### src/inc/tfs_params.svh
// Constants of the tape function sequencer: codes, widths and reset values.
`ifndef TFS_PARAMS_SVH
`define TFS_PARAMS_SVH

// ****************************************
// Function codes
// ****************************************
`define TFS_FN_OFFLINE   3'h0
`define TFS_FN_READ      3'h1
`define TFS_FN_WRITE     3'h2
`define TFS_FN_WEOF      3'h3
`define TFS_FN_SPACE_FWD 3'h4
`define TFS_FN_SPACE_REV 3'h5
`define TFS_FN_WRITE_XG  3'h6
`define TFS_FN_REWIND    3'h7

// ****************************************
// Widths, reset values and counts
// ****************************************
`define TFS_CNT_W        16
`define TFS_CNT_RST      16'h0000
`define TFS_CNT_ONE      16'h0001
`define TFS_BYTE_RST     8'h00
`define TFS_UNIT_RST     3'h0
`define TFS_DENS_RST     2'h0
`define TFS_EOF_CHAR     8'h0F
`define TFS_FIFO_DEPTH   16
`define TFS_SYNC_W       15

`endif

### src/inc/tfs_pkg.sv
// Types shared by the tape function sequencer files.
`include "tfs_params.svh"
package tfs_pkg;

	// Sequencer states, one-hot.
	typedef enum logic [6:0] {
		ST_IDLE   = 7'b000_0001,
		ST_WFILL  = 7'b000_0010,
		ST_WWAIT  = 7'b000_0100,
		ST_WTAIL  = 7'b000_1000,
		ST_READ   = 7'b001_0000,
		ST_SPACE  = 7'b010_0000,
		ST_REWIND = 7'b100_0000
	} tfs_state_type;

	// Function codes held in the command register.
	typedef enum logic [2:0] {
		FN_OFFLINE   = `TFS_FN_OFFLINE,
		FN_READ      = `TFS_FN_READ,
		FN_WRITE     = `TFS_FN_WRITE,
		FN_WEOF      = `TFS_FN_WEOF,
		FN_SPACE_FWD = `TFS_FN_SPACE_FWD,
		FN_SPACE_REV = `TFS_FN_SPACE_REV,
		FN_WRITE_XG  = `TFS_FN_WRITE_XG,
		FN_REWIND    = `TFS_FN_REWIND
	} tfs_func_type;

endpackage : tfs_pkg

### src/rtl/tfs_fifo.sv
// Synchronous FIFO with valid and ready on both sides.
`timescale 1ns/1ps
`default_nettype none
module tfs_fifo #(
	parameter int WIDTH = 8,
	parameter int DEPTH = 16
) (
	// Clock and reset.
	input  wire logic             core_clk,
	input  wire logic             srst,
	// Filling side.
	input  wire logic             inValid,
	input  wire logic [WIDTH-1:0] inData,
	output logic                  inReady,
	// Draining side.
	output logic                  outValid,
	output logic      [WIDTH-1:0] outData,
	input  wire logic             outReady
);
	localparam int AW = $clog2(DEPTH);

	logic [WIDTH-1:0] mem [DEPTH];
	logic [AW-1:0]    wrPtr_r;
	logic [AW-1:0]    rdPtr_r;
	logic [AW:0]      count_r;
	logic             push;
	logic             pop;

	// Honest full and empty flags from the fill count.
	assign inReady  = (count_r != (AW+1)'(DEPTH));
	assign outValid = (count_r != '0);
	assign outData  = mem[rdPtr_r];
	assign push     = inValid && inReady;
	assign pop      = outValid && outReady;

	// Storage array write.
	always_ff @(posedge core_clk) begin
		if (push) begin
			mem[wrPtr_r] <= inData;
		end
	end

	// Pointers and fill count.
	always_ff @(posedge core_clk) begin
		if (srst) begin
			wrPtr_r <= '0;
			rdPtr_r <= '0;
			count_r <= '0;
		end else begin
			if (push) begin
				wrPtr_r <= (wrPtr_r == AW'(DEPTH-1)) ? '0 : wrPtr_r + 1'b1;
			end
			if (pop) begin
				rdPtr_r <= (rdPtr_r == AW'(DEPTH-1)) ? '0 : rdPtr_r + 1'b1;
			end
			count_r <= count_r + (AW+1)'(push) - (AW+1)'(pop);
		end
	end

	chk_fifo_no_overflow: assert property (@(posedge core_clk) disable iff (srst)
		count_r <= (AW+1)'(DEPTH)) else $error("FIFO count above depth.");

endmodule : tfs_fifo
`default_nettype wire

### src/rtl/tfs_sequencer.sv
// Tape function sequencer: command decode, counters and transport handshakes.
`timescale 1ns/1ps
`default_nettype none
`include "tfs_params.svh"
module tfs_sequencer #(
	parameter int CNT_W      = `TFS_CNT_W,
	parameter int FIFO_DEPTH = `TFS_FIFO_DEPTH
) (
	// Clock and reset.
	input  wire logic             core_clk,
	input  wire logic             srst,
	// Command loading.
	input  wire logic             cmdLoad,
	input  wire logic [2:0]       cmdUnit,
	input  wire logic [1:0]       cmdDensity,
	input  wire logic [2:0]       cmdFunc,
	input  wire logic             cmdGo,
	// Counter loading.
	input  wire logic             brcLoad,
	input  wire logic [CNT_W-1:0] brcValue,
	input  wire logic             cmaLoad,
	input  wire logic [CNT_W-1:0] cmaValue,
	// Host write data.
	input  wire logic             hostWrValid,
	input  wire logic [7:0]       hostWrData,
	output logic                  hostWrReady,
	// Read data toward memory.
	output logic                  memValid,
	output logic      [7:0]       memData,
	output logic      [CNT_W-1:0] memAddr,
	// Status.
	output logic                  statusReady,
	output logic                  statusIllegal,
	output logic                  statusEndOfTape,
	output logic                  statusUnitReady,
	output logic      [CNT_W-1:0] byteRecordCount,
	output logic      [CNT_W-1:0] memoryAddressCount,
	// Transport control.
	output logic      [2:0]       tpUnit,
	output logic      [1:0]       tpDensity,
	output logic                  tpRun,
	output logic                  tpReverse,
	output logic                  tpHighSpeed,
	output logic                  tpOffline,
	output logic                  tpWriteMode,
	output logic                  tpExtGap,
	output logic                  write_data_ready,
	output logic      [7:0]       tpWrData,
	// Transport pins.
	input  wire logic             write_strobe,
	input  wire logic             tpReadStrobe,
	input  wire logic [7:0]       tpReadData,
	input  wire logic             tpCheckStrobe,
	input  wire logic             tpRecordEnd,
	input  wire logic             tape_start_marker,
	input  wire logic             tpEndOfTape,
	input  wire logic             tpUnitReady
);
	// ****************************************
	// Pin synchronisers
	// ****************************************
	logic [`TFS_SYNC_W-1:0] pinRaw;
	logic [`TFS_SYNC_W-1:0] pinMeta_r;
	logic [`TFS_SYNC_W-1:0] pinSync_r;
	logic [3:0]             pinPrev_r;
	logic                   wrsEdge;
	logic                   rdsEdge;
	logic                   chkEdge;
	logic                   recEdge;
	logic [7:0]             rdData;
	logic                   atStart;
	logic                   atEnd;
	logic                   unitRdy;

	assign pinRaw = {tpReadData, tpUnitReady, tpEndOfTape, tape_start_marker,
		tpRecordEnd, tpCheckStrobe, tpReadStrobe, write_strobe};

	// Two flops per pin, then a third stage for the edge detectors.
	always_ff @(posedge core_clk) begin
		if (srst) begin
			pinMeta_r <= '0;
			pinSync_r <= '0;
			pinPrev_r <= '0;
		end else begin
			pinMeta_r <= pinRaw;
			pinSync_r <= pinMeta_r;
			pinPrev_r <= pinSync_r[3:0];
		end
	end

	// Rising edges of the strobes and settled pin levels.
	assign wrsEdge = pinSync_r[0] && !pinPrev_r[0];
	assign rdsEdge = pinSync_r[1] && !pinPrev_r[1];
	assign chkEdge = pinSync_r[2] && !pinPrev_r[2];
	assign recEdge = pinSync_r[3] && !pinPrev_r[3];
	assign atStart = pinSync_r[4];
	assign atEnd   = pinSync_r[5];
	assign unitRdy = pinSync_r[6];
	assign rdData  = pinSync_r[14:7];

	// ****************************************
	// Command register
	// ****************************************
	logic [2:0]           unit_r;
	logic [1:0]           density_r;
	tfs_pkg::tfs_func_type func_r;

	// Program-loaded unit, density and function, frozen while busy.
	always_ff @(posedge core_clk) begin
		if (srst) begin
			unit_r    <= `TFS_UNIT_RST;
			density_r <= `TFS_DENS_RST;
			func_r    <= tfs_pkg::FN_OFFLINE;
		end else if (cmdLoad && statusReady) begin
			unit_r    <= cmdUnit;
			density_r <= cmdDensity;
			func_r    <= tfs_pkg::tfs_func_type'(cmdFunc);
		end
	end

	// Tells whether a function moves data to the heads.
	function automatic logic isWrite(input tfs_pkg::tfs_func_type f);
		isWrite = (f == tfs_pkg::FN_WRITE) || (f == tfs_pkg::FN_WRITE_XG) ||
			(f == tfs_pkg::FN_WEOF);
	endfunction : isWrite

	// Tells whether a function only repositions by records.
	function automatic logic isSpace(input tfs_pkg::tfs_func_type f);
		isSpace = (f == tfs_pkg::FN_SPACE_FWD) || (f == tfs_pkg::FN_SPACE_REV);
	endfunction : isSpace

	// ****************************************
	// Sequencer state
	// ****************************************
	tfs_pkg::tfs_state_type state_r;
	tfs_pkg::tfs_state_type state_nxt;
	logic                   startOk;
	logic [CNT_W-1:0]       brcInc;
	logic                   brcLast;
	logic                   fifoValid;
	logic [7:0]             fifoData;
	logic                   fifoPop;
	logic                   eofDone_r;

	// A go is accepted only when idle with the selected unit ready.
	assign startOk = cmdGo && statusReady && unitRdy;
	assign brcInc  = byteRecordCount + CNT_W'(`TFS_CNT_ONE);
	assign brcLast = (brcInc == CNT_W'(`TFS_CNT_RST));

	// Next-state decode.
	always_comb begin
		state_nxt = state_r;
		case (state_r)
			tfs_pkg::ST_IDLE: begin
				if (startOk) begin
					case (func_r)
						tfs_pkg::FN_READ:      state_nxt = tfs_pkg::ST_READ;
						tfs_pkg::FN_WRITE,
						tfs_pkg::FN_WRITE_XG,
						tfs_pkg::FN_WEOF:      state_nxt = tfs_pkg::ST_WFILL;
						tfs_pkg::FN_SPACE_FWD,
						tfs_pkg::FN_SPACE_REV: state_nxt = tfs_pkg::ST_SPACE;
						tfs_pkg::FN_REWIND:    state_nxt = tfs_pkg::ST_REWIND;
						default:               state_nxt = tfs_pkg::ST_IDLE;
					endcase
				end
			end
			tfs_pkg::ST_WFILL: begin
				if (func_r == tfs_pkg::FN_WEOF || fifoValid) begin
					state_nxt = tfs_pkg::ST_WWAIT;
				end
			end
			tfs_pkg::ST_WWAIT: begin
				if (wrsEdge) begin
					state_nxt = (brcLast || eofDone_r || func_r == tfs_pkg::FN_WEOF) ?
						tfs_pkg::ST_WTAIL : tfs_pkg::ST_WFILL;
				end
			end
			tfs_pkg::ST_WTAIL: begin
				if (recEdge) begin
					state_nxt = tfs_pkg::ST_IDLE;
				end
			end
			tfs_pkg::ST_READ: begin
				if (recEdge) begin
					state_nxt = tfs_pkg::ST_IDLE;
				end
			end
			tfs_pkg::ST_SPACE: begin
				if (recEdge && brcLast) begin
					state_nxt = tfs_pkg::ST_IDLE;
				end
			end
			tfs_pkg::ST_REWIND: begin
				if (atStart) begin
					state_nxt = tfs_pkg::ST_IDLE;
				end
			end
			default: state_nxt = tfs_pkg::ST_IDLE;
		endcase
	end

	// State register.
	always_ff @(posedge core_clk) begin
		if (srst) begin
			state_r <= tfs_pkg::ST_IDLE;
		end else begin
			state_r <= state_nxt;
		end
	end

	// ****************************************
	// Write data path
	// ****************************************
	// Bus bytes queue in the FIFO; the buffer takes one per character.
	assign fifoPop = (state_r == tfs_pkg::ST_WFILL) && (func_r != tfs_pkg::FN_WEOF);

	tfs_fifo #(
		.WIDTH (8),
		.DEPTH (FIFO_DEPTH)
	) u_fifo (
		.core_clk (core_clk),
		.srst     (srst),
		.inValid  (hostWrValid),
		.inData   (hostWrData),
		.inReady  (hostWrReady),
		.outValid (fifoValid),
		.outData  (fifoData),
		.outReady (fifoPop)
	);

	// Data buffer toward the write heads; end-of-file uses the mark character.
	always_ff @(posedge core_clk) begin
		if (srst) begin
			tpWrData <= `TFS_BYTE_RST;
		end else if (state_r == tfs_pkg::ST_WFILL) begin
			if (func_r == tfs_pkg::FN_WEOF) begin
				tpWrData <= `TFS_EOF_CHAR;
			end else if (fifoValid) begin
				tpWrData <= fifoData;
			end
		end
	end

	// End-of-file writes a single character record.
	always_ff @(posedge core_clk) begin
		if (srst) begin
			eofDone_r <= 1'b0;
		end else begin
			eofDone_r <= (state_r != tfs_pkg::ST_IDLE) && (func_r == tfs_pkg::FN_WEOF);
		end
	end

	// Ready level stands while a buffered character awaits its strobe.
	assign write_data_ready = (state_r == tfs_pkg::ST_WWAIT);

	// ****************************************
	// Counters
	// ****************************************
	logic transferTick;
	logic readStop_r;

	// One tick per read strobe up to a check strobe or the last byte, written byte or spaced record.
	assign transferTick = (state_r == tfs_pkg::ST_WWAIT && wrsEdge) ||
		(state_r == tfs_pkg::ST_READ && rdsEdge && !readStop_r) ||
		(state_r == tfs_pkg::ST_SPACE && recEdge);

	// Byte/record counter, loaded with a negated count by the program.
	always_ff @(posedge core_clk) begin
		if (srst) begin
			byteRecordCount <= CNT_W'(`TFS_CNT_RST);
		end else if (brcLoad && statusReady) begin
			byteRecordCount <= brcValue;
		end else if (transferTick) begin
			byteRecordCount <= brcInc;
		end
	end

	// Memory address counter, never advanced while spacing.
	always_ff @(posedge core_clk) begin
		if (srst) begin
			memoryAddressCount <= CNT_W'(`TFS_CNT_RST);
		end else if (cmaLoad && statusReady) begin
			memoryAddressCount <= cmaValue;
		end else if (transferTick && !isSpace(func_r)) begin
			memoryAddressCount <= memoryAddressCount + CNT_W'(`TFS_CNT_ONE);
		end
	end

	// ****************************************
	// Read data path
	// ****************************************
	// Check characters and anything after the last byte are not stored.
	always_ff @(posedge core_clk) begin
		if (srst) begin
			readStop_r <= 1'b0;
		end else if (state_r != tfs_pkg::ST_READ) begin
			readStop_r <= 1'b0;
		end else if (chkEdge || (rdsEdge && brcLast)) begin
			readStop_r <= 1'b1;
		end
	end

	// Byte and its address presented to memory for one cycle.
	always_ff @(posedge core_clk) begin
		if (srst) begin
			memValid <= 1'b0;
			memData  <= `TFS_BYTE_RST;
			memAddr  <= CNT_W'(`TFS_CNT_RST);
		end else begin
			memValid <= state_r == tfs_pkg::ST_READ && rdsEdge && !readStop_r && !chkEdge;
			if (state_r == tfs_pkg::ST_READ && rdsEdge && !readStop_r) begin
				memData <= rdData;
				memAddr <= memoryAddressCount;
			end
		end
	end

	// ****************************************
	// Transport control
	// ****************************************
	// Motion, direction and mode levels toward the master transport.
	always_ff @(posedge core_clk) begin
		if (srst) begin
			tpRun       <= 1'b0;
			tpReverse   <= 1'b0;
			tpHighSpeed <= 1'b0;
			tpWriteMode <= 1'b0;
			tpExtGap    <= 1'b0;
		end else begin
			tpRun       <= state_nxt != tfs_pkg::ST_IDLE;
			tpReverse   <= (state_nxt == tfs_pkg::ST_REWIND) ||
				(state_nxt == tfs_pkg::ST_SPACE && func_r == tfs_pkg::FN_SPACE_REV);
			tpHighSpeed <= state_nxt == tfs_pkg::ST_REWIND;
			tpWriteMode <= (state_nxt != tfs_pkg::ST_IDLE) && isWrite(func_r);
			tpExtGap    <= (state_nxt != tfs_pkg::ST_IDLE) &&
				(func_r == tfs_pkg::FN_WRITE_XG || func_r == tfs_pkg::FN_WEOF);
		end
	end

	// Off-line pulse hands the unit to local rewind and frees the controller.
	always_ff @(posedge core_clk) begin
		if (srst) begin
			tpOffline <= 1'b0;
		end else begin
			tpOffline <= startOk && func_r == tfs_pkg::FN_OFFLINE;
		end
	end

	// Unit and density lines follow the command register.
	always_ff @(posedge core_clk) begin
		if (srst) begin
			tpUnit    <= `TFS_UNIT_RST;
			tpDensity <= `TFS_DENS_RST;
		end else begin
			tpUnit    <= unit_r;
			tpDensity <= density_r;
		end
	end

	// ****************************************
	// Status
	// ****************************************
	// Illegal flag sets on a refused go and clears on the next accepted one.
	always_ff @(posedge core_clk) begin
		if (srst) begin
			statusIllegal <= 1'b0;
		end else if (cmdGo && !startOk) begin
			statusIllegal <= 1'b1;
		end else if (startOk) begin
			statusIllegal <= 1'b0;
		end
	end

	// Tape state of the selected unit only.
	always_ff @(posedge core_clk) begin
		if (srst) begin
			statusEndOfTape <= 1'b0;
			statusUnitReady <= 1'b0;
		end else begin
			statusEndOfTape <= atEnd;
			statusUnitReady <= unitRdy;
		end
	end

	assign statusReady = (state_r == tfs_pkg::ST_IDLE);

	// ****************************************
	// Checks
	// ****************************************
	chk_wdr_drop_last: assert property (@(posedge core_clk) disable iff (srst)
		(write_data_ready && wrsEdge && brcLast) |=> !write_data_ready [*2])
		else $error("Ready level stayed up after last strobe.");
	chk_brc_step: assert property (@(posedge core_clk) disable iff (srst)
		(transferTick && !brcLoad) |=> byteRecordCount == $past(byteRecordCount) + 1'b1)
		else $error("Counter did not step on transfer.");
	chk_space_no_mem: assert property (@(posedge core_clk) disable iff (srst)
		(state_r == tfs_pkg::ST_SPACE) |-> !memValid && !tpWriteMode)
		else $error("Spacing touched memory or tape.");
	chk_space_rev_dir: assert property (@(posedge core_clk) disable iff (srst)
		(state_r == tfs_pkg::ST_SPACE && func_r == tfs_pkg::FN_SPACE_REV) |-> tpReverse)
		else $error("Reverse spacing ran forward.");
	chk_rewind_fast: assert property (@(posedge core_clk) disable iff (srst)
		(state_r == tfs_pkg::ST_REWIND && state_nxt == tfs_pkg::ST_REWIND)
		|=> tpHighSpeed && tpReverse)
		else $error("Rewind not fast reverse.");
	chk_check_not_stored: assert property (@(posedge core_clk) disable iff (srst)
		(state_r == tfs_pkg::ST_READ && chkEdge) |=> !memValid)
		else $error("Check character stored.");
	chk_offline_pulse: assert property (@(posedge core_clk) disable iff (srst)
		tpOffline |-> $past(func_r) == tfs_pkg::FN_OFFLINE && statusReady)
		else $error("Off-line pulse without code 0.");
	chk_go_refused: assert property (@(posedge core_clk) disable iff (srst)
		(cmdGo && !startOk) |=> statusIllegal && $stable(state_r))
		else $error("Refused go not flagged.");
	chk_erase_gap: assert property (@(posedge core_clk) disable iff (srst)
		(write_data_ready && func_r == tfs_pkg::FN_WRITE_XG) |-> tpExtGap)
		else $error("Extended gap missing.");
	chk_addr_step: assert property (@(posedge core_clk) disable iff (srst)
		memValid |-> memoryAddressCount == memAddr + 1'b1)
		else $error("Address counter not one ahead.");

	cov_write_done: cover property (@(posedge core_clk) disable iff (srst)
		state_r == tfs_pkg::ST_WTAIL ##1 state_r == tfs_pkg::ST_IDLE);
	cov_read_byte: cover property (@(posedge core_clk) disable iff (srst) memValid);
	cov_space_done: cover property (@(posedge core_clk) disable iff (srst)
		state_r == tfs_pkg::ST_SPACE ##1 state_r == tfs_pkg::ST_IDLE);
	cov_rewind_done: cover property (@(posedge core_clk) disable iff (srst)
		state_r == tfs_pkg::ST_REWIND ##1 state_r == tfs_pkg::ST_IDLE);

endmodule : tfs_sequencer
`default_nettype wire

### config.mk
export PLATFORM = sky130hd
export DESIGN_NAME = tfs_sequencer
export DESIGN_NICKNAME = d
export VERILOG_FILES = /design/src/inc/tfs_pkg.sv /design/src/rtl/tfs_fifo.sv /design/src/rtl/tfs_sequencer.sv
export VERILOG_INCLUDE_DIRS = /design/src /design/src/inc
export SDC_FILE = /design/constraint.sdc
export NUM_CORES = 1
export LEC_CHECK = 0
export ABC_AREA = 1
export BUFFER_PORTS_ARGS = -buffer_cell sky130_fd_sc_hd__buf_2
export CAP_MARGIN = 10
export CORE_MARGIN = 3
export CORE_UTILIZATION = 25
export CTS_CLUSTER_DIAMETER = 120
export DETAILED_ROUTE_END_ITERATION = 10
export GPL_TIMING_DRIVEN = 0
export PLACE_DENSITY = 0.43
export SYNTH_ARGS = -nofsm -noshare
export SYNTH_HDL_FRONTEND = slang
export SYNTH_HIERARCHICAL = 1
export SYNTH_SLANG_ARGS = --single-unit
### constraint.sdc
create_clock -name core_clk -period 6.1 [get_ports core_clk]
set_input_delay 0.305 -clock core_clk [delete_from_list [all_inputs] [get_ports core_clk]]
set_output_delay 0.305 -clock core_clk [all_outputs]
set_load 0.02 [all_outputs]
* Yosys cells after proc, flatten, opt, wreduce, memory -nomap -nowiden
Memory sizes are Yosys's and may differ from the RTL's. A register that Yosys moved wholly into a read port is not among the register bits. Cells that the tools add are included.
Cells by class: $add $sub $neg 6, equal/unequal tests 23, multiplexer cells 23, reductions and logical operators 57
Operators by type and width (count):
- 16-bit 2-to-1 mux | 4
- 7-bit 2-to-1 mux | 6
- 7-bit one-hot mux with 6 select lines | 1
- 16-bit by 1-bit adder with 16-bit output (second input constant) | 2
- 7-bit one-hot mux with 4 select lines | 1
- 1-bit logical AND | 26
- 4-bit 2-to-1 mux | 5
- 16-bit logical NOT | 1
- 8-bit 2-to-1 mux | 2
- 7-bit by 6-bit == test with 1-bit output (second input constant) | 2
- 7-bit == test (second input constant) | 2
- 7-bit by 1-bit inequality test with 1-bit output (second input constant) | 2
- 3-bit == test (second input constant) | 4
- 1-bit logical OR | 11
- 4-bit by 1-bit adder with 4-bit output (second input constant) | 2
- 4-bit == test (second input constant) | 2
- 1-bit logical NOT | 8
- 2-bit nonzero test | 4
- 7-bit by 1-bit == test with 1-bit output (second input constant) | 1
- 7-bit by 2-bit == test with 1-bit output (second input constant) | 1
- 7-bit by 3-bit == test with 1-bit output (second input constant) | 1
- 7-bit by 4-bit == test with 1-bit output (second input constant) | 1
- 7-bit by 5-bit == test with 1-bit output (second input constant) | 1
- 7-bit by 5-bit inequality test with 1-bit output (second input constant) | 1
- 12 further kinds | 18
Storage, ports and cells: flip-flop bits (word level) 143, RAM bits 128, input bits 70, output and inout port bits 82, logic and storage cells 139, memories kept 1
Memory list:
- u_fifo.mem | words 16, bits a word 8, rd ports 1, clocked after Yosys merged registers in 1, wr ports 1, RTL line tfs_fifo.sv:22 | logic [WIDTH-1:0] mem [DEPTH];

* Logic depth before layout (Yosys ltp)
Gate-level depths: netlist (run 1).
depth after elaboration 10, depth in mapped cells 19, depth with buffers taken out 19

* Cells and area by module
Netlist (run 1), hierarchy kept.
By module, submodules not included:
- tfs_fifo | times used 1, cells an instance 610, area each 6269.8 um^2, seq. area each 4184.0 um^2
- tfs_sequencer | times used 1, cells an instance 747, area each 5499.0 um^2, seq. area each 2602.5 um^2

* Worst setup path after synthesis (run 1)
Ideal clock, no wire load.
path kind reg-to-reg, from reg state_r[5], to reg u_fifo.count_r[4], setup time 113 ps, arrival 2240 ps, data required time 5987 ps, setup slack 3747 ps, stages on the path, launching flop included 19, path buffers 0, period minus slack after synthesis 2353 ps, path through dfxtp_1 -> inv_1 -> nand3_2 -> inv_2 -> nand4_1 -> nor2_1 -> nand2_1 -> inv_1 -> ha_1 -> inv_1 -> ha_1 -> inv_1 -> fa_1 -> inv_1 -> nand2_1 -> nand2_1 -> a21oi_1 -> nor2_1 -> nor2_1
Between the ends: word-level cells in the longest chain between the ends 4
RTL lines:
- start: declaration | RTL line tfs_sequencer.sv:135 | tfs_pkg::tfs_state_type state_r;
- start signal: assignment | RTL line tfs_sequencer.sv:206 | state_r <= tfs_pkg::ST_IDLE;
- start signal: assignment | RTL line tfs_sequencer.sv:208 | state_r <= state_nxt;
- 7-bit by 2-bit == test with 1-bit output | RTL line tfs_sequencer.sv:216 | assign fifoPop = (state_r == tfs_pkg::ST_WFILL) && (func_r != tfs_pkg::FN_WEOF);
- 1-bit logical AND | RTL line tfs_sequencer.sv:216
- named net fifoPop | RTL line tfs_sequencer.sv:142 | logic fifoPop;
- 1-bit logical AND | RTL line tfs_fifo.sv:34 | assign pop = outValid && outReady;
- 5-bit by 1-bit subtractor with 5-bit output | RTL line tfs_fifo.sv:56 | count_r <= count_r + (AW+1)'(push) - (AW+1)'(pop);
- end signal: assignment | RTL line tfs_fifo.sv:56
- end: declaration | RTL line tfs_fifo.sv:25 | logic [AW:0] count_r;
The timed path passes the listed nets, and every way through them passes these cells. A chain may end at the register's enable or synchronous reset.

* Final worst setup path (run 1)
Ends and elaborated chain as after synthesis.

==> results of run 1 <==
-- area by class of cell --
class | instances | area, sq um
plain buffers | 54 | 282.8
clock buffers | 49 | 957.2
clock inverters | 12 | 165.2
fillers | 4808 | 31420
inverters | 162 | 608.1
multi-input cells | 866 | 4091
flip-flops and latches | 275 | 6787
well taps | 600 | 750.7
repair buffers | 166 | 905.9
-- cells in the mapped netlist, types with 6 or more instances --
master,instances,area (sq um)
nand3_1,115,575.6
nor2_1,144,540.5
dfxtp_1,147,2943
clkbuf_1,20,75.07
o21ai_0,53,265.3
ha_1,13,162.7
edfxtp_1,128,3844
xor2_1,9,78.83
buf_4,7,52.55
nand2_1,343,1287
nand4_1,19,118.9
inv_1,152,570.6
buf_2,19,95.09
o21ai_1,16,80.08
nor2_2,9,56.30
a21oi_1,67,335.3
or2_2,16,100.1
nor3_1,6,30.03
a31oi_1,19,118.9
nand3_2,7,70.07
inv_2,9,33.78
-- sequential cells by signal (all words and copies together) (netlist names), 5 cells and up, named ones only --
signal and flops:
memoryAddressCount 16, pinSync_r 15, tpWrData 8, u_fifo/mem 128, pinMeta_r 15, byteRecordCount 16
memData 8, memAddr 16, u_fifo/count_r 5, state_r 7
-- path summary, 6_finish.rpt --
check                      endpoint  slack [ns]  cells after the start
hold reg to reg        pinSync_r[7]        0.40                      2
hold / removal        statusIllegal        0.04                      3
setup reg to reg  u_fifo/count_r[4]        3.38                     19
setup / recovery  u_fifo/count_r[4]        3.38                     19
-- worst min-delay path, cell delays in order --
cell and delay (ns):
buf_2 0.10, o211ai_1 0.08, inv_1 0.05
-- cell families (layout without fill, tap and decap cells) --
logic type | count (synthesis) | in the layout
and+or+nand+nor | 673 | 673
DFF | 275 | 275
AOI/OAI and AO/OA | 169 | 169
buffers and inverters | 216 | 443
xor gates and xnor gates | 10 | 10
adders and majority gates | 14 | 14
-- metrics by stage --
stage / util, % / hold slack [ns]
after detailed placement: 28.88 / 0.3925
final: 31.65 / 0.04035
after CTS: 31.65 / 0.01110
after global routing: 31.65 / 0.02930
after global placement: 28.88 / 0.3892
after floorplan: - / 0.3717
-- per-layer routing --
layer / wire length (um) / track usage (%) / vias up
li1: - / - / 4829
met1: 17400 / 19.80 / 4364
met2: 15820 / 21.84 / 199
met3: 1661 / 2.671 / 64
met4: 1047 / 4.737 / 6
met5: 41 / 0 / -
-- cells in the final DEF, fill, tap and decap left out, types with 5 or more instances in the layout --
| cell type | n |
|---|---|
| edfxtp_1 | 128 |
| inv_1 | 152 |
| clkbuf_16 | 34 |
| a31oi_1 | 19 |
| ha_1 | 13 |
| nand3_1 | 115 |
| nand3_2 | 7 |
| a21oi_1 | 67 |
| xor2_1 | 9 |
| nand2_1 | 343 |
| nand4_1 | 19 |
| buf_2 | 170 |
| or2_2 | 16 |
| o21ai_0 | 53 |
| nor3_1 | 6 |
| buf_4 | 7 |
| dfxtp_1 | 147 |
| nor2_2 | 9 |
| clkbuf_1 | 30 |
| nor2_1 | 144 |
| dlygate4sd3_1 | 15 |
| o21bai_1 | 5 |
| o21ai_1 | 16 |
| inv_2 | 9 |
| clkbuf_8 | 5 |
-- report_power, final --
part | internal (uW) | leakage (uW) | switching [uW] | total [uW]
Combinational | 141 | 0.00323 | 288 | 428
Sequential | 2010 | 0.00236 | 56.8 | 2060
Clock | 1230 | 0.000546 | 800 | 2030
-- what timing repair did --
| action | in CTS | in global routing |
|---|---|---|
| hold buffers | 15 | 0 |
| hold endpoints to repair | 15 | 0 |
| resized for setup | 0 | 0 |
==> flow_metrics.tcl, run 1 <==
set metrics [dict create \
    avgRoutedWirePerCell_um 16.47 \
    fin_crit_ns 2.723 \
    io_buffers 151 \
    cts_tree "yes" \
    diodes 0 \
    grt_max_degree 17 \
    maxCapViolations 0 \
    muxShareOfSynthArea_pct 0 \
    place_area_sq_mm 0.01328 \
    cts.path.max_buffers 3 \
    slew_headroom_pct 29.77 \
    placedCellCount 2108 \
    cp-startpoint "state_r[5]" \
    synthAdderAreaFrac_pct 1.552 \
    dp_slack_ns 3.355 \
    arrival_ns 3.18 \
    synth_top_family_by_area "simple AND/OR/NAND/NOR gates" \
    fmax_mhz 367.2 \
    viasPerCell 4.332 \
    crit_path_cell_trace "inv_1, nand3_2, inv_2, nand4_1, nor2_1, nand2_1, inv_1, ha_1, inv_1, ha_1, inv_1, fa_1, inv_1, nand2_1, nand2_1, a21oi_1, nand2_1, nand2_1, nor2_1" \
    setup_viol 0 \
    outcome "completed" \
    path_buf_inv 6 \
    final_cell_area_sq_mm 0.01455 \
    criticalPathCategory "flop to flop" \
    required_ns 6.56 \
    nNetsFinal 1643 \
    synth-xor-area-share_pct 0.7442 \
    drc 0 \
    min-delay-start "cmdGo" \
    cts.clk_slew.worst_paths_ns 0.06 \
    clk_latency_ns 0.52 \
    setup_ws_ns 3.377 \
    yosysSeqAreaShare_pct 57.67 \
    root_buffer "clkbuf_16" \
    post-route-period-util_pct 44.64 \
    grt_pass1_vias 9233 \
    fin_cells 2184 \
    start_kind "flop" \
    drt-total-wl_um 35970 \
    hold_path_class "input port to flop" \
    yosys_warnings 6 \
    synth.net_count 1441 \
    power_leakage_uw 0.006134 \
    synth-seq-cells 275 \
    htreeDepth 2 \
    vias 9462 \
    finalSetupTns_ns 0 \
    syn_area_per_cell_sq_um 8.673 \
    core.rowCount 78 \
    die_w_um 223.0 \
    synth-async-reset-ratio_pct 0 \
    cts_buffers 34 \
    critPathSlowestCell "fa_1" \
    power_density_mw_per_mm2 310.8 \
    synth.distinct_cells 43 \
    clock-skew-final_ns 0.01997 \
    yosys.area_share.simple_pct 24.76 \
    rsz0062_at_grt "no" \
    antenna_found_initial 3 \
    area_growth_pct 23.61 \
    start_util_pct 25.60 \
    die_area_sq_mm 0.04972 \
    gp_congestion 0.8247 \
    hold_viol_final 0 \
    synth_compound_area_share_pct 7.708 \
    synth_edf_count 128 \
    drtIter0Drc 465 \
    ir_drop_mv 0.1880 \
    overflow 0 \
    cpLargestDelayFamily "simple AND/OR/NAND/NOR gates" \
    syn_inst 1357 \
    synth_ff_type "dfxtp_1" \
    dr.pass1.iters 5 \
    die_h_um 223.0 \
    ant_nets 0 \
    slowest_delay_ns 0.38 \
    dp_hpwl_um 26130 \
    io_pins 152 \
    cp_max_fo 4 \
    cts_setup_buffers 0 \
    grt_pass1_wl_um 54800 \
    slew_violations 0 \
    cts_sinks 275 \
    drive_gt1_share_pct 17.99 \
    endpoint_kind "flop" \
    p_total_uw 4522 \
    core_area_sq_mm 0.04597 \
    grt_use_total_pct 14.11 \
    rr_startpoint "state_r[5]" \
    tightestPinTransition_ns 1.050 \
    synth_area_sq_mm 0.01177 \
]
Power figures use the tool's default switching activity.
==> inputs of run 2 (changes only) <==
--- a/config.mk
+++ b/config.mk
@@ -6,7 +6,7 @@
 export SDC_FILE = /design/constraint.sdc
 export NUM_CORES = 1
 export LEC_CHECK = 0
-export ABC_AREA = 1
+export ABC_AREA = 0
 export BUFFER_PORTS_ARGS = -buffer_cell sky130_fd_sc_hd__buf_2
 export CAP_MARGIN = 10
 export CORE_MARGIN = 3
==> constraint.sdc (replaced) <==
create_clock -name core_clk -period 2.7 [get_ports core_clk]
set_input_delay 0.135 -clock core_clk [delete_from_list [all_inputs] [get_ports core_clk]]
set_output_delay 0.135 -clock core_clk [all_outputs]
set_load 0.02 [all_outputs]
==> run 2 against run 1 <==
Net effect: combinational power is 140% higher; worst setup slack worse by 3.3 ns; largest cell class unchanged; die area is 4.9% lower; maximum frequency is 3.8% higher; cell count is 18% lower; sequential share of layout area is 0.26 points lower; routed wire length is 11% lower; clock power is 110% higher; via count is 15% lower; count of clock-buffer cells in the layout is 9 lower; critical path type unchanged; critical endpoint unchanged; synthesized area is 5.0% lower.
==> flow_metrics.tcl, run 2 <==
set metrics [dict create \
    outcome "completed" \
    fin_crit_ns 2.624 \
    synth_area_sq_mm 0.01118 \
    place_area_sq_mm 0.01267 \
    core.rowCount 76 \
    antenna_found_initial 0 \
    clk_latency_ns 0.56 \
    maxCapViolations 0 \
    overflow 0 \
    syn_inst 926 \
    die_w_um 217.4 \
    crit_path_cell_trace "nor3_4, nand4b_1, nor2_4, nand2_4, inv_2, ha_1, inv_1, ha_2, inv_2, fa_2, nor2b_4, o21bai_4, a21oi_2, nor3b_2" \
    reg2reg_depth 14 \
    final_common_cell "buf_2" \
    start_util_pct 25.61 \
    rr_startpoint "state_r[3]" \
    yosysSeqAreaShare_pct 60.72 \
    slew_headroom_pct 42.94 \
    synth_edf_count 128 \
    fmax_mhz 381.1 \
    slowest_delay_ns 0.38 \
    core_area_sq_mm 0.04365 \
    required_ns 3.14 \
    ir_drop_mv 0.4073 \
    setup_viol 0 \
    power_density_mw_per_mm2 674.0 \
    p_int_uw 7510 \
    diodes 0 \
    synth-seq-cells 275 \
    drtIter0Drc 592 \
    largest_reg_flops 128 \
    yosysTopAreaCell "edfxtp_1" \
    crit_end "u_fifo/count_r[4]" \
    htreeDepth 1 \
    synth.distinct_cells 72 \
    grt_pass1_wl_um 48210 \
    io_buffers 150 \
    dp_hpwl_um 21840 \
    seqPwrFrac_pct 46.9 \
    fin_hold_ws_ns 0.03028 \
    netlist.area_leader.share_pct 34.39 \
    drc 0 \
    regArea_sq_mm 0.006804 \
    cts.clk_slew.worst_paths_ns 0.06 \
    cts_tree "yes" \
    cp_max_fo 6 \
    criticalPathCategory "flop to flop" \
    cts_sinks 275 \
    cts_buffers 31 \
    top_register "u_fifo/mem" \
    power_frac_comb_pct 10.2 \
    swShare_pct 24.04 \
    root_buffer "clkbuf_16" \
    hold_path_class "input port to flop" \
    post-route-period-util_pct 97.18 \
    synth.net_count 1010 \
    mostFrequentLayoutCells "buf_2 (154), dfxtp_1 (135), edfxtp_1 (128), nand2_1 (99), dlygate4sd3_1 (69)" \
    slew_violations 0 \
    viasPerCell 4.503 \
    start_kind "flop" \
    area_growth_pct 31.23 \
    drive_gt1_share_pct 24.55 \
    io_pins 152 \
    multi_input_area_sq_mm 0.004243 \
    gp_congestion 0.7882 \
    final_cell_area_sq_mm 0.01467 \
    hold_viol_final 0 \
    die_area_sq_mm 0.04728 \
    arrival_ns 3.07 \
    cts.path.max_buffers 3 \
    synth_ff_type "dfxtp_1" \
    worst-path-stages 14 \
    yosys_warnings 6 \
    path_buf_inv 3 \
    critPathSlowestCell "fa_2" \
    r2r-end "u_fifo/count_r[4]" \
    nNetsFinal 1271 \
    clock-skew-final_ns 0.01834 \
    avgRoutedWirePerCell_um 17.80 \
    dr.pass1.iters 4 \
    die_h_um 217.4 \
    cpMostUsedCell "inv_2" \
    r2r_slack_ns 0.08 \
    synth-async-reset-ratio_pct 0 \
    grt_use_total_pct 13.14 \
    synthTopCellsByCount "dfxtp_1 (147), edfxtp_1 (128), nand2_1 (101), nor2_1 (70), nor2b_1 (48)" \
    endpoint_kind "flop" \
    power_leakage_uw 0.005430 \
    yosysMostFrequentCell "dfxtp_1" \
    ant_nets 0 \
    cp-startpoint "state_r[3]" \
    grt_pass1_vias 8074 \
    syn_area_per_cell_sq_um 12.07 \
    tightestPinTransition_ns 0.8559 \
    vias 8082 \
    drt-total-wl_um 31960 \
    grt_max_degree 17 \
    nFillCells 4444 \
    rsz0062_at_grt "yes" \
    clockPowerShare_pct 42.9 \
    yosys-top-cells-area "edfxtp_1 (34%), dfxtp_1 (26%), mux4_2 (3.6%), nand2_1 (3.4%), mux4_1 (3.3%)" \
    power.switching_uw 2377 \
    cpLargestDelayFamily "simple AND/OR/NAND/NOR gates" \
]
run 2: power by group through the flow:
stage	combinational, uW	sequential (uW)	clock (uW)
global placement	827	4700	0
detailed placement	838	4700	0
CTS	988	4620	4360
global route	1110	4650	4540
floorplan	476	4730	0
finish	1010	4630	4240
run 2: kinds of logic after synthesis:
logic type | share of synthesized area (%)
DFF | 60.72
xor gates and xnor gates | 2.508
muxes | 7.276
AOI/OAI and AO/OA | 8.654
and+or+nand+nor | 16.40
buffers and inverters | 2.810
adders and majority gates | 1.634
run 2: what timing repair did:
| item | 4_1_cts | 5_1_grt |
|---|---|---|
| endpoints found under the hold margin | 189 | 0 |
| gates resized for setup | 19 | 38 |
| hold buffers | 69 | 0 |
| pin swaps | 4 | 13 |
| buffers inserted | 4 | 13 |
| setup endpoints to repair | 29 | 47 |
run 2: final cells by class:
| class | count | area share [%] |
|---|---|---|
| multi-input combinational | 582 | 28.93 |
| clock buffer | 40 | 5.656 |
| buffer | 41 | 1.476 |
| inverter | 20 | 0.5374 |
| sequential | 275 | 46.39 |
| clock inverter | 16 | 1.331 |
| timing repair buffer | 236 | 10.70 |
| tap | 585 | 4.990 |
run 2: routing by layer:
layer	share of wire [%]	vias to the layer above	GRT usage, %
met3	5.1	45	2.480
li1	-	3932	-
met2	47	180	21.83
met5	0	-	0
met4	1.9	0	2.935
met1	46	3925	17.88
run 2: tightest hold or removal path: stages:
cell and delay, ns:
clkbuf_1 0.22, nand3_1 0.15, a21oi_1 0.05
run 2: worst min-delay path by stage:
stage,slack (ns),startpoint,to,cells past startpoint
finish,0.03,cmdLoad,func_r[0],3
global route,0.04,cmdLoad,func_r[2],3
CTS,0.01,cmdLoad,unit_r[1],3
detailed placement,0.35,tpRecordEnd,pinMeta_r[3],2
global placement,0.35,tape_start_marker,pinMeta_r[4],2
floorplan,0.21,srst,u_fifo/count_r[0],1
run 2: stage by stage:
| step | setup slack, ns | utilization (%) | instances | TNS (ns) | power, uW |
|---|---|---|---|---|---|
| finish | 0.07601 | 33.61 | 1795 | 0 | 9886 |
| global route | -0.04537 | 33.61 | 1795 | -0.07254 | 10310 |
| CTS | -0.08488 | 33.16 | 1787 | -0.08488 | 9972 |
| detailed placement | -0.5221 | 29.02 | 1661 | -2.192 | 5542 |
| global placement | -0.5000 | 29.02 | 1661 | -2.018 | 5529 |
| floorplan | 0.04016 | - | 926 | 0 | 5204 |
